<file path="src/shared/pwm_cfg_pkg.sv">
package pwm_cfg_pkg;

   // ==========================================================
   // Sizes
   localparam int          CHANNELS      = 3;
   localparam int          CHAN_W        = 2;
   localparam int          MATCH_W       = 16;
   localparam int          SFR_W         = 8;

   // ==========================================================
   // Special-function-register addresses
   localparam logic [7:0]  CFG_ADDR      = 8'hF7;
   localparam logic [7:0]  MATCH_LOW_ADDR  [CHANNELS] = '{8'hFB, 8'hE9, 8'hEB};
   localparam logic [7:0]  MATCH_HIGH_ADDR [CHANNELS] = '{8'hFC, 8'hEA, 8'hEC};

   // ==========================================================
   // Configuration register layout
   localparam int          VIEW_BIT      = 7;
   localparam int          IRQ_EN_BIT    = 6;
   localparam int          FLAG_BIT      = 5;
   localparam int          LEN_LSB       = 0;
   localparam int          LEN_W         = 2;
   localparam logic [7:0]  CFG_RESET     = 8'h00;
   localparam logic [7:0]  CFG_WMASK     = 8'hE3;
   localparam logic [1:0]  LEN_8_BITS    = 2'h0;
   localparam logic [15:0] BASE_CYCLE_MASK = 16'h00FF;
   localparam logic [15:0] FULL_MASK     = 16'hFFFF;
   localparam logic [15:0] MATCH_RESET   = 16'h0000;
   localparam logic [7:0]  READ_IDLE     = 8'h00;

   // ==========================================================
   // Read source and copy sequencer states
   typedef enum logic [1:0] {RD_NONE, RD_CFG, RD_CMP, RD_RLD} rd_src_t;
   typedef enum logic {CP_IDLE, CP_RUN} copy_state_t;

endpackage : pwm_cfg_pkg

</file>
<file path="src/shared/reload_mem_if.sv">
`timescale 1ns/1ns
`default_nettype none
interface reload_mem_if;
   import pwm_cfg_pkg::*;
   logic [CHAN_W-1:0]  addr;
   logic               we;
   logic [1:0]         be;
   logic [MATCH_W-1:0] wdata;
   logic [MATCH_W-1:0] rdata;
   modport ctrl (output addr, output we, output be, output wdata, input rdata);
   modport mem  (input addr, input we, input be, input wdata, output rdata);
endinterface : reload_mem_if
`default_nettype wire

</file>
<file path="src/logic/reload_mem.sv">
`timescale 1ns/1ns
`default_nettype none
module reload_mem
   import pwm_cfg_pkg::*;
(
   input  wire logic   clk,
   input  wire logic   reset_n,
   reload_mem_if.mem   port
);

   // ==========================================================
   // Storage, one word per channel, byte writable
   logic [MATCH_W-1:0] word_reg  [CHANNELS];
   logic [MATCH_W-1:0] word_next [CHANNELS];
   logic [MATCH_W-1:0] rdata_reg;
   logic [MATCH_W-1:0] rdata_next;

   always_comb
   begin
      for (int i = 0; i < CHANNELS; i++)
      begin
         word_next[i] = word_reg[i];
         if (port.we && port.addr == CHAN_W'(i))
         begin
            if (port.be[0])
               word_next[i][7:0] = port.wdata[7:0];
            if (port.be[1])
               word_next[i][15:8] = port.wdata[15:8];
         end
      end
      // Idle sequencer parks past the last channel; keep the read defined there
      rdata_next = MATCH_RESET;
      if (port.addr < CHAN_W'(CHANNELS))
         rdata_next = word_reg[port.addr];
   end

   always_ff @(posedge clk)
   begin
      if (!reset_n)
      begin
         for (int i = 0; i < CHANNELS; i++)
            word_reg[i] <= MATCH_RESET;
         rdata_reg <= MATCH_RESET;
      end
      else
      begin
         for (int i = 0; i < CHANNELS; i++)
            word_reg[i] <= word_next[i];
         rdata_reg <= rdata_next;
      end
   end

   assign port.rdata = rdata_reg;

endmodule : reload_mem
`default_nettype wire

</file>
<file path="src/logic/pwm_cycle_config.sv">
`timescale 1ns/1ns
`default_nettype none
module pwm_cycle_config
   import pwm_cfg_pkg::*;
(
   input  wire logic                               clk,
   input  wire logic                               reset_n,
   input  wire logic [SFR_W-1:0]                   sfr_addr,
   input  wire logic                               sfr_wr,
   input  wire logic                               sfr_rd,
   input  wire logic [SFR_W-1:0]                   sfr_wdata,
   input  wire logic                               counter_tick,
   input  wire logic [MATCH_W-1:0]                 main_counter,
   input  wire logic [CHANNELS-1:0]                chan_pwm_en,
   input  wire logic [CHANNELS-1:0]                chan_pwm16,
   output logic [SFR_W-1:0]                        sfr_rdata,
   output logic                                    sfr_rdata_valid,
   output logic [SFR_W-1:0]                        config_value,
   output logic                                    cycle_wrap_irq,
   output logic [CHANNELS-1:0]                     chan_wrap,
   output logic [CHANNELS-1:0][MATCH_W-1:0]        chan_match
);

   // ==========================================================
   // State
   logic [SFR_W-1:0]                  cfg_reg, cfg_next;
   logic                              irq_reg, irq_next;
   logic [CHANNELS-1:0]               wrap_reg, wrap_next;
   logic [CHANNELS-1:0][MATCH_W-1:0]  match_reg, match_next;
   logic [SFR_W-1:0]                  rdata_reg, rdata_next;
   logic                              rvalid_reg, rvalid_next;
   rd_src_t                           rsrc_reg, rsrc_next;
   logic [CHAN_W-1:0]                 rchan_reg, rchan_next;
   logic                              rhigh_reg, rhigh_next;
   copy_state_t                       cstate_reg, cstate_next;
   logic [CHAN_W-1:0]                 cchan_reg, cchan_next;
   logic                              cpend_reg, cpend_next;
   logic [CHAN_W-1:0]                 cpchan_reg, cpchan_next;
   logic [CHANNELS-1:0]               elig_reg, elig_next;

   // ==========================================================
   // Address decode
   logic                cfg_hit;
   logic                chan_hit;
   logic [CHAN_W-1:0]   hit_chan;
   logic                hit_high;
   logic                view_reload;
   logic                cpu_mem;
   logic                cyc_wrap;
   logic                full_wrap;
   logic [MATCH_W-1:0]  cyc_mask;
   logic [LEN_W-1:0]    len_sel;

   reload_mem_if mem_bus ();

   reload_mem u_reload_mem (
      .clk     (clk),
      .reset_n (reset_n),
      .port    (mem_bus)
   );

   always_comb
   begin
      cfg_hit  = (sfr_addr == CFG_ADDR);
      chan_hit = 1'b0;
      hit_chan = '0;
      hit_high = 1'b0;
      for (int i = 0; i < CHANNELS; i++)
      begin
         if (sfr_addr == MATCH_LOW_ADDR[i] || sfr_addr == MATCH_HIGH_ADDR[i])
         begin
            chan_hit = 1'b1;
            hit_chan = CHAN_W'(i);
            hit_high = (sfr_addr == MATCH_HIGH_ADDR[i]);
         end
      end
      view_reload = cfg_reg[VIEW_BIT];
      cpu_mem     = chan_hit && view_reload && (sfr_wr || sfr_rd);
   end

   // ==========================================================
   // Cycle length and overflow detection
   always_comb
   begin
      len_sel   = cfg_reg[LEN_LSB +: LEN_W];
      cyc_mask  = MATCH_W'({BASE_CYCLE_MASK, 8'hFF} >> (4'h8 - {2'h0, len_sel}));
      cyc_wrap  = counter_tick && ((main_counter & cyc_mask) == cyc_mask);
      full_wrap = counter_tick && (main_counter == FULL_MASK);
   end

   // ==========================================================
   // Per-channel cycle boundary
   generate
      for (genvar g = 0; g < CHANNELS; g++)
      begin : g_chan
         // A 16-bit channel wraps on the full counter only
         assign wrap_next[g] = chan_pwm_en[g] && (chan_pwm16[g] ? full_wrap : cyc_wrap);
      end
   endgenerate

   // ==========================================================
   // Memory port: the processor wins; the copy stalls for every cycle of processor access
   always_comb
   begin
      mem_bus.addr  = cpu_mem ? hit_chan : cchan_reg;
      mem_bus.we    = cpu_mem && sfr_wr;
      mem_bus.be    = hit_high ? 2'h2 : 2'h1;
      mem_bus.wdata = {sfr_wdata, sfr_wdata};
   end

   // ==========================================================
   // Configuration, interrupt, copy sequencer and read path
   always_comb
   begin
      cfg_next    = cfg_reg;
      match_next  = match_reg;
      cstate_next = cstate_reg;
      cchan_next  = cchan_reg;
      cpend_next  = 1'b0;
      cpchan_next = cchan_reg;
      elig_next   = elig_reg;
      rsrc_next   = RD_NONE;
      rchan_next  = hit_chan;
      rhigh_next  = hit_high;
      rvalid_next = 1'b0;
      rdata_next  = rdata_reg;

      if (sfr_wr && cfg_hit)
         cfg_next = sfr_wdata & CFG_WMASK;
      // A hardware set in the same cycle as a clearing write still wins
      if (cyc_wrap)
         cfg_next[FLAG_BIT] = 1'b1;

      // Copy from reload words finishes within a few cycles, well inside one PWM cycle
      if (cpend_reg && elig_reg[cpchan_reg])
         match_next[cpchan_reg] = mem_bus.rdata;
      case (cstate_reg)
         CP_IDLE:
         begin
            if (cyc_wrap && len_sel != LEN_8_BITS)
            begin
               cstate_next = CP_RUN;
               cchan_next  = '0;
               elig_next   = chan_pwm_en & ~chan_pwm16;
            end
         end
         CP_RUN:
         begin
            if (!cpu_mem)
            begin
               cpend_next = 1'b1;
               cchan_next = cchan_reg + CHAN_W'(1);
               if (cchan_reg == CHAN_W'(CHANNELS - 1))
                  cstate_next = CP_IDLE;
            end
         end
         default:
            cstate_next = CP_IDLE;
      endcase

      if (sfr_wr && chan_hit && !view_reload)
      begin
         if (hit_high)
            match_next[hit_chan][15:8] = sfr_wdata;
         else
            match_next[hit_chan][7:0] = sfr_wdata;
      end

      if (sfr_rd)
      begin
         if (cfg_hit)
            rsrc_next = RD_CFG;
         else if (chan_hit)
            rsrc_next = view_reload ? RD_RLD : RD_CMP;
      end
      case (rsrc_reg)
         RD_CFG:
         begin
            rdata_next  = cfg_reg & CFG_WMASK;
            rvalid_next = 1'b1;
         end
         RD_CMP:
         begin
            rdata_next  = rhigh_reg ? match_reg[rchan_reg][15:8] : match_reg[rchan_reg][7:0];
            rvalid_next = 1'b1;
         end
         RD_RLD:
         begin
            rdata_next  = rhigh_reg ? mem_bus.rdata[15:8] : mem_bus.rdata[7:0];
            rvalid_next = 1'b1;
         end
         default:
            rvalid_next = 1'b0;
      endcase

      irq_next = cfg_next[FLAG_BIT] && cfg_next[IRQ_EN_BIT];
   end

   always_ff @(posedge clk)
   begin
      if (!reset_n)
      begin
         cfg_reg    <= CFG_RESET;
         irq_reg    <= 1'b0;
         wrap_reg   <= '0;
         match_reg  <= '0;
         rdata_reg  <= READ_IDLE;
         rvalid_reg <= 1'b0;
         rsrc_reg   <= RD_NONE;
         rchan_reg  <= '0;
         rhigh_reg  <= 1'b0;
         cstate_reg <= CP_IDLE;
         cchan_reg  <= '0;
         cpend_reg  <= 1'b0;
         cpchan_reg <= '0;
         elig_reg   <= '0;
      end
      else
      begin
         cfg_reg    <= cfg_next;
         irq_reg    <= irq_next;
         wrap_reg   <= wrap_next;
         match_reg  <= match_next;
         rdata_reg  <= rdata_next;
         rvalid_reg <= rvalid_next;
         rsrc_reg   <= rsrc_next;
         rchan_reg  <= rchan_next;
         rhigh_reg  <= rhigh_next;
         cstate_reg <= cstate_next;
         cchan_reg  <= cchan_next;
         cpend_reg  <= cpend_next;
         cpchan_reg <= cpchan_next;
         elig_reg   <= elig_next;
      end
   end

   assign sfr_rdata       = rdata_reg;
   assign sfr_rdata_valid = rvalid_reg;
   assign config_value    = cfg_reg;
   assign cycle_wrap_irq  = irq_reg;
   assign chan_wrap       = wrap_reg;
   assign chan_match      = match_reg;

endmodule : pwm_cycle_config
`default_nettype wire

</file>
<file path="config.mk">
export PLATFORM = sky130hd
export DESIGN_NAME = pwm_cycle_config
export DESIGN_NICKNAME = d
export VERILOG_FILES = /design/src/shared/pwm_cfg_pkg.sv /design/src/shared/reload_mem_if.sv /design/src/logic/reload_mem.sv /design/src/logic/pwm_cycle_config.sv
export SDC_FILE = /design/constraint.sdc
export NUM_CORES = 1
export LEC_CHECK = 0
export BUFFER_PORTS_ARGS = -buffer_cell sky130_fd_sc_hd__buf_2
export CORE_UTILIZATION = 35
export CTS_CLUSTER_SIZE = 20
export DETAILED_ROUTE_END_ITERATION = 10
export PLACE_DENSITY_LB_ADDON = 0.2
export SYNTH_ARGS = -nofsm -noshare
export SYNTH_HDL_FRONTEND = slang
export SYNTH_SLANG_ARGS = --single-unit
</file>
<file path="constraint.sdc">
create_clock -name clk -period 3.4 [get_ports clk]
set_input_delay 0.17 -clock clk [delete_from_list [all_inputs] [get_ports clk]]
set_output_delay 0.17 -clock clk [all_outputs]
set_load 0.01 [all_outputs]
</file>
==> run summary, run 1 <==
Min-Delay Endpoint = rsrc_reg[0]
core region area = 18020 um^2
Max Clock Skew = 0.01016 ns
Setup TNS Final = 0 ns
initial antenna violation count = 0
largest net degree at the start of global routing = 41
CP endpoint kind = flop
Max clock buf depth = 2
Post-DP Area = 7131 um^2
critical path class = reg2reg
Synth Warn # = 0
multi-input logic area = 2820 um^2
LEAKAGE = 3.146 nW
post-synth cell types = 50
Crit path top cell by count = o21ai_1
drt wl/cell = 19.80 um
Clock Latency Late Sink = 0.42 ns
Fillers = 1717
vias in the first global route = 5045
asr flop ratio synth = 0%
1st-pass router iterations = 5
final hold violation count = 0
hold path depth = 3
r2r startpoint = config_value[7]
first-pass GRT wire length = 29510 um
Final setup viols = 0
flop-to-flop setup slack = 0.92 ns
min Tclk post-route = 2.478 ns
CP required = 3.48 ns
design area = 7754 um^2
row cnt = 49
Synth Cell Area = 6476 um^2
GPL Wtd Cong = 0.8777
die height = 138.0 um
reg2reg path depth = 5
Synth Instances = 609
final period utilization = 72.89%
final setup margin = 0.9218 ns
worst min path class = in2reg
FF+latch count, synth = 144
die footprint = 19050 um^2
pwr/cell area = 495.1 nW/um^2
global route total overflow = 0
Post-synth EDFFs = 48
final wirelength = 18600 um
via count = 5112
dpl ws = 0.8523 ns
hold_buf cts = 3
Crit path max-delay family = compound AO/OA/AOI/OAI gates
Most used DFF post-synth = dfxtp_1
share of layout cells above drive strength 1 = 23.10%
total CTS buffers = 17
register area = 3363 um^2
n_diodes = 0
maximum clock frequency = 403.5 MHz
# Post-CTS Setup Buffers = 0
CTS tree = done
antenna-violating nets left = 0
cell-by-cell trace of the critical path = o21ai_1 -> nor2_1 -> mux2i_1 -> a21o_1 -> o21ai_1
Hold Startpoint = sfr_rd
CP peak stage delay = 0.56 ns
area grow syn2layout = 19.73%
status = finished, final reports clean
Initial Util = 35.93%
Die W = 138.0 um
slowest cell on the critical path = mux2i_1
nature of the critical path startpoint = flop
Worst-path clk slew = 0.06 ns
Root Buffer = clkbuf_16
MaxCap Viol Count = 0
max-slew violations = 0
r2r endpoint = u_reload_mem.word_reg[1][9]
Hold Slack = 0.03392 ns
measured slew at the worst slew-check pin = 1.197 ns
gr usage total = 20.05%
clk sink count = 144
syn avg cell area = 10.63 um^2
power after layout = 3.839 mW
sequential-to-total area share from yosys stat = 51.93%
number of port buffers = 108
crit path DAT = 2.56 ns
Slew HR = 19.77%
PostCTS Resize Cnt = 0
DRC = 0
maximum vdd ir drop = 353.3 uV
CP Buf/Inv Count = 0
Iter 0 DRT Violations = 408
nets = 741
Vias per Instance = 5.444
crit path max fanout = 14
H-Tree Depth = 4
RSZ-0062 raised after global routing = no
HPWL after DPL = 13510 um
Ports = 112
[worst max-delay path by stage]
| stage | from | end | cells past startpoint | slack, ns |
|---|---|---|---|---|
| floorplan | sfr_addr[1] | u_reload_mem.word_reg[2][0] | 7 | 0.78 |
| global placement | sfr_addr[1] | u_reload_mem.word_reg[1][4] | 5 | 0.90 |
| detailed placement | sfr_addr[0] | u_reload_mem.word_reg[1][12] | 6 | 0.85 |
| CTS | config_value[7] | u_reload_mem.word_reg[1][9] | 5 | 0.95 |
| global route | config_value[7] | u_reload_mem.word_reg[1][10] | 5 | 0.66 |
| finish | config_value[7] | u_reload_mem.word_reg[1][9] | 5 | 0.92 |
[per-stage QoR]
stage               util (%)  std cells
floorplan                  -        611
global placement       39.56        904
detailed placement     39.56        904
CTS                    43.02        939
global route           43.02        939
finish                 43.02        939
[power breakdown]
group / total [mW] / leakage, nW / switching (mW) / internal [mW]
Sequential: 1.82 / 1.27 / 0.0203 / 1.80
Clock: 1.88 / 0.271 / 0.730 / 1.15
Combinational: 0.140 / 1.60 / 0.0924 / 0.0475
[cell usage after synthesis (2+ instances only)]
master / instances / area [um^2]
a21o_1: 2 / 15.01
buf_1: 3 / 11.26
a21oi_1: 9 / 45.04
nand2_1: 35 / 131.4
buf_6: 2 / 22.52
nand2b_1: 3 / 18.77
buf_12: 2 / 40.04
o22a_1: 3 / 26.28
or3_1: 4 / 25.02
nor3_1: 5 / 25.02
o22ai_1: 20 / 125.1
nand4b_1: 2 / 17.52
a311oi_1: 4 / 35.03
nor2b_1: 7 / 43.79
o31ai_1: 3 / 22.52
a22oi_1: 4 / 30.03
o21a_1: 2 / 15.01
o21ai_1: 4 / 20.02
and4_1: 3 / 26.28
a31oi_1: 2 / 12.51
nand3b_1: 3 / 22.52
a211oi_1: 53 / 397.9
and2_1: 10 / 62.56
nand3_1: 11 / 55.05
o21ai_0: 20 / 100.1
inv_1: 11 / 41.29
and3_1: 7 / 43.79
buf_2: 4 / 20.02
edfxtp_1: 48 / 1441
dfxtp_1: 96 / 1922
mux2i_1: 85 / 850.8
mux2_2: 5 / 56.30
clkbuf_1: 39 / 146.4
nor2_1: 69 / 259.0
mux4_2: 8 / 180.2
nand4_1: 4 / 25.02
buf_4: 4 / 30.03
[cell families after synthesis]
group                    count (synthesis)  synth area share (%)
AND/OR/NAND/NOR                        166                 12.07
flip-flops                             144                 51.93
AO/OA/AOI/OAI                          132                 13.95
multiplexers                            98                 16.79
buffers and inverters                   66                 4.869
adder cells (fa/ha/maj)                  1                0.1932
other                                    1               0.05790
XOR/XNOR                                 1                0.1353
[placed cells by master, fill, tap and decap left out, drive strengths merged, types with 4 or more instances in the layout]
cell type	count
a22oi	4
mux2i	85
inv	14
nand3	11
nor2	69
mux2	5
and2	10
nand4	4
dfxtp	96
o21ai	24
clkinv	4
a311oi	4
a211oi	53
clkinvlp	6
and3	7
o22ai	20
edfxtp	48
a21oi	9
buf	118
nor3	5
or3	4
nor2b	7
mux4	8
nand2	35
clkbuf	17
[final cells by class]
type | count | share of cell area, %
repair buffers | 121 | 8.327
well taps | 229 | 3.695
multi-input cells | 401 | 36.37
clock buffers | 17 | 5.487
flip-flops and latches | 144 | 43.38
clock inverters | 15 | 2.162
inverters | 12 | 0.5809
[metal layers]
metal / GRT usage, % / vias to the layer above / share of wire (%)
met4: 6.131 / 0 / 1.5
met3: 3.498 / 22 / 4.7
met1: 26.74 / 2511 / 45
met2: 33.11 / 155 / 49
li1: - / 2424 / -
met5: 0 / - / 0
[worst min-delay path, delay by kind of cell]
kind | cells | cell delay, ns
buffers and inverters | 1 | 0.11
AND/OR/NAND/NOR | 2 | 0.13
(Power assumes the default switching activity.)
==> inputs of run 2 (changes only) <==
==> constraint.sdc (replaced) <==
create_clock -name clk -period 2.6 [get_ports clk]
set_input_delay 0.13 -clock clk [delete_from_list [all_inputs] [get_ports clk]]
set_output_delay 0.13 -clock clk [all_outputs]
set_load 0.01 [all_outputs]
==> run summary, run 2 (synthesis results as in run 1) <==
maximum vdd ir drop = 450.7 uV (+28%)
gr usage total = 20.12% (+0.069 points)
CTS tree = done
crit path DAT = 2.52 ns (-0.04 ns)
drt wl/cell = 19.88 um (+0.41%)
worst min path class = in2reg
antenna-violating nets left = 0 (unchanged)
Setup TNS Final = 0 ns (unchanged)
flop-to-flop setup slack = 0.52 ns (-0.40 ns)
HPWL after DPL = 13460 um (-0.41%)
maximum clock frequency = 417.9 MHz
share of layout cells above drive strength 1 = 23.99% (+0.90 points)
measured slew at the worst slew-check pin = 0.8628 ns (-0.3342 ns)
Vias per Instance = 5.491 (+0.85%)
die footprint = 19050 um^2 (unchanged)
final period utilization = 92.03%
n_diodes = 0 (unchanged)
Initial Util = 35.93% (unchanged)
pwr/cell area = 642.7 nW/um^2 (+30%)
Root Buffer = clkbuf_16
Max clock buf depth = 2 (unchanged)
final wirelength = 18890 um (+1.6%)
row cnt = 49 (unchanged)
vias in the first global route = 5162 (+2.3%)
Slew HR = 42.40% (+23 points)
Iter 0 DRT Violations = 387 (-5.1%)
Worst-path clk slew = 0.06 ns (about the same)
CP required = 2.73 ns (-0.75 ns)
H-Tree Depth = 4 (unchanged)
initial antenna violation count = 0 (unchanged)
area grow syn2layout = 21.06%
total CTS buffers = 17 (unchanged)
Final setup viols = 0 (unchanged)
GPL Wtd Cong = 0.8464 (-3.6%)
largest net degree at the start of global routing = 69 (+68%)
global route total overflow = 0 (unchanged)
nature of the critical path startpoint = primary input
status = finished, final reports clean
via count = 5216 (+2.0%)
critical path class = in2reg
most frequent cells in the layout = buf_2, dfxtp_1, mux2i_1, nor2_1, a211oi_1
die height = 138.0 um (unchanged)
DRC = 0 (unchanged)
commonest non-fill, non-tap cell in the layout = buf_2
# Post-CTS Setup Buffers = 0 (unchanged)
Max Clock Skew = 0.007477 ns (-0.002681 ns)
number of port buffers = 108 (unchanged)
MaxCap Viol Count = 0 (unchanged)
min Tclk post-route = 2.393 ns
LEAKAGE = 3.211 nW (+2.1%)
core region area = 18020 um^2 (unchanged)
RSZ-0062 raised after global routing = no
clk sink count = 144 (unchanged)
power after layout = 5.038 mW (+31%)
1st-pass router iterations = 4 (-1)
CP endpoint kind = flop
max-slew violations = 0 (unchanged)
first-pass GRT wire length = 29670 um (+0.54%)
nets = 752 (+1.5%)
Clock Latency Late Sink = 0.42 ns (about the same)
crit path max fanout = 9 (-5)
Ports = 112 (unchanged)
final hold violation count = 0 (unchanged)
Die W = 138.0 um (unchanged)
run 2: cell count changes in the layout (fill, tap and decap cells not counted):
cell	change
buf_4	+9
clkinvlp_2	-2
clkinv_1	-1
dlygate4sd3_1	+2
clkbuf_1	+1
clkinvlp_4	-2
inv_6	+1
clkinv_2	+3
run 2: repair_timing:
item,in CTS,in global routing
hold buffers,5,0
endpoints found under the hold margin,6,0
resized for setup,0,0
run 2: cell type report:
class | instances | area, um^2
Clock buffer | 18 | 429.2
Clock inverter | 14 | 162.7
Fill cell | 1747 | 10180
Inverter | 12 | 45.04
Multi-Input combinational cell | 401 | 2820
Sequential cell | 144 | 3363
Tap cell | 229 | 286.5
Timing Repair Buffer | 132 | 733.2
run 2: worst max-delay path: stages:
cell           delay (ns)
dlygate4sd3_1        0.53
buf_2                0.17
nor3b_1              0.26
a31oi_1              0.13
a211oi_1             0.56
nand3_1              0.24
o31ai_1              0.27
buf_4                0.21
run 2: worst paths after layout:
check,cells after the start,end,start
worst max register to register,7,u_reload_mem.word_reg[0][14],config_value[7]
worst max-delay path,8,u_reload_mem.word_reg[2][3],sfr_addr[4]
worst min-delay path,4,elig_reg[1],chan_pwm16[1]
worst min register to register,2,u_reload_mem.port.rdata[0],u_reload_mem.word_reg[1][0]
run 2: routing by layer:
layer / GRT usage, % / part of all wire [%]
met1: 26.70 / 46
met2: 32.37 / 47
met3: 4.191 / 4.6
met4: 7.230 / 2.0
met5: 0 / 0
run 2: per-stage QoR:
step	instance area (um^2)	worst slack (ns)	instances	hold slack [ns]	util, %
after floorplan	6484	0.01706	611	0.2744	-
after detailed placement	7198	0.2609	913	0.3846	39.93
final	7840	0.2073	950	0.06288	43.50
after global routing	7840	0.05684	950	0.07194	43.50
after global placement	7198	0.2680	913	0.3808	39.93
after CTS	7840	0.2664	950	0.04370	43.50
run 2: where the power goes:
| part | switching [mW] | internal, mW |
|---|---|---|
| clock | 0.959 | 1.51 |
| sequential | 0.0260 | 2.36 |
| combinational | 0.123 | 0.0673 |
| total | 1.11 | 3.93 |
==> inputs of run 3 (changes only) <==
==> constraint.sdc (replaced) <==
create_clock -name clk -period 1.92 [get_ports clk]
set_input_delay 0.288 -clock clk [delete_from_list [all_inputs] [get_ports clk]]
set_output_delay 0.288 -clock clk [all_outputs]
set_load 0.01 [all_outputs]
==> run summary, run 3 (synthesis results as in run 1) <==
core region area = 18020 um^2 (unchanged)
critical path class = reg2reg
min Tclk post-route = 1.888 ns
MaxCap Viol Count = 0 (unchanged)
Crit path max-delay family = buffers and inverters
Worst path depth = 8 (unchanged)
final wirelength = 18670 um (-1.1%)
Worst Setup SP = config_value[7]
GPL Wtd Cong = 0.8833 (+4.4%)
Iter 0 DRT Violations = 350 (-9.6%)
Ports = 112 (unchanged)
nets = 790 (+5.1%)
LEAKAGE = 3.461 nW (+7.8%)
maximum vdd ir drop = 623.1 uV (+38%)
HPWL after DPL = 13750 um (+2.2%)
area grow syn2layout = 29.54%
Fillers = 1713 (-1.9%)
Max Clock Skew = 0.01160 ns (+0.004123 ns)
H-Tree Depth = 4 (unchanged)
die height = 138.0 um (unchanged)
CTS tree = done
CP peak stage delay = 0.35 ns (-0.21 ns)
Crit path top cell by count = buf_4
nature of the critical path startpoint = flop
r2r startpoint = config_value[7]
Die W = 138.0 um (unchanged)
global route total overflow = 0 (unchanged)
cell-by-cell trace of the critical path = o21ai_2 -> nor2_2 -> mux2i_2 -> buf_4 -> buf_4 -> nand3_1 -> buf_12 -> o22ai_2
Max clock buf depth = 2 (unchanged)
antenna-violating nets left = 0 (unchanged)
hold_buf cts = 0 (-5)
drt wl/cell = 18.90 um (-5.0%)
Clock Latency Late Sink = 0.43 ns (about the same)
number of port buffers = 108 (unchanged)
pwr/cell area = 807.4 nW/um^2 (+26%)
row cnt = 49 (unchanged)
share of layout cells above drive strength 1 = 31.23% (+7.2 points)
crit path to = u_reload_mem.port.rdata[1]
Root Buffer = clkbuf_16
DRC = 0 (unchanged)
r2r endpoint = u_reload_mem.port.rdata[1]
Worst-path clk slew = 0.06 ns (about the same)
commonest non-fill, non-tap cell in the layout = buf_2
most frequent cells in the layout = buf_2, dfxtp_1, mux2i_1, nor2_1, a211oi_1
gr usage total = 20.15% (+0.030 points)
die footprint = 19050 um^2 (unchanged)
largest net degree at the start of global routing = 32 (-54%)
dpl ws = -0.2899 ns (-0.5509 ns)
Post-DP Area = 7734 um^2 (+7.4%)
first-pass GRT wire length = 29840 um (+0.58%)
clk sink count = 144 (unchanged)
worst min path class = in2reg
flop-to-flop setup slack = 0.03 ns (-0.49 ns)
final hold violation count = 0 (unchanged)
Initial Util = 35.93% (unchanged)
register area = 3364 um^2 (about the same)
Setup TNS Final = 0 ns (unchanged)
measured slew at the worst slew-check pin = 0.5317 ns (-0.3312 ns)
vias in the first global route = 5297 (+2.6%)
max-slew violations = 0 (unchanged)
reg2reg path depth = 8 (+1)
final period utilization = 98.33%
CP endpoint kind = flop
1st-pass router iterations = 5 (+1)
crit path DAT = 2.21 ns (-0.31 ns)
n_diodes = 0 (unchanged)
final setup margin = 0.03212 ns (-0.1752 ns)
multi-input logic area = 2958 um^2 (+4.9%)
via count = 5392 (+3.4%)
maximum clock frequency = 529.7 MHz
Slew HR = 64.39% (+22 points)
slowest cell on the critical path = dfxtp_2
initial antenna violation count = 0 (unchanged)
Vias per Instance = 5.457 (-0.60%)
total CTS buffers = 17 (unchanged)
CP Buf/Inv Count = 3 (unchanged)
crit path max fanout = 12 (+3)
CP required = 2.24 ns (-0.49 ns)
design area = 8389 um^2 (+7.0%)
Hold Slack = 0.1051 ns (+0.04220 ns)
status = finished, final reports clean
Final setup viols = 0 (unchanged)
[run 3: cell count changes in the layout (fill, tap and decap cells not counted), sizes merged]
cell,delta
buf,+43
clkinv,-3
dlygate4sd3,-5
clkinvlp,+1
bufinv,-2
inv,+2
clkbuf,+2
[run 3: worst reg2reg max path, cell delays in order, from the launching register on]
cell     delay [ns]
dfxtp_2        0.35
o21ai_2        0.08
nor2_2         0.19
mux2i_2        0.32
buf_4          0.17
buf_4          0.13
nand3_1        0.12
buf_12         0.19
o22ai_2        0.24
[run 3: area by class of cell]
class                      instances  area share, %
clock buffer                      20          5.563
clock inverter                    12          1.447
inverter                          12         0.5369
multi-input combinational        401          35.26
sequential                       144          40.10
tap                              229          3.415
timing repair buffer             170          13.68
[run 3: timing repair]
action	4_1_cts	5_1_grt
pin swaps	0	6
endpoints found under the setup margin	11	52
buffers inserted	0	2
gates resized for setup	2	10
cloned	0	0
[run 3: per-layer routing]
layer | vias up | GRT usage, % | wire (um)
li1 | 2518 | - | -
met1 | 2633 | 26.73 | 8367
met2 | 199 | 31.71 | 8788
met3 | 42 | 4.260 | 1040
met4 | 0 | 8.676 | 477
met5 | - | 0 | 0
[run 3: worst min path at each step]
stage	slack, ns	start	cells past startpoint	endpoint
floorplan	0.43	sfr_rd	2	rsrc_reg[0]
detailed placement	0.49	elig_reg[1]	2	elig_reg[1]
global placement	0.49	elig_reg[2]	2	elig_reg[2]
global route	0.10	chan_pwm_en[0]	2	chan_wrap[0]
CTS	0.09	chan_pwm_en[0]	2	chan_wrap[0]
finish	0.11	chan_pwm_en[0]	2	chan_wrap[0]
[run 3: through the flow]
step	power, mW	std cells	utilization [%]
CTS	6.819	986	46.22
finish	6.773	988	46.54
global placement	3.583	954	42.91
floorplan	3.425	611	-
detailed placement	3.590	954	42.91
global route	6.988	988	46.54
[run 3: report_power, final]
part           leakage, nW  total [mW]  switching, mW  internal, mW
Sequential            1.27        3.23         0.0344          3.19
Combinational         1.91       0.305          0.180         0.125
Clock                0.282        3.24           1.33          1.91
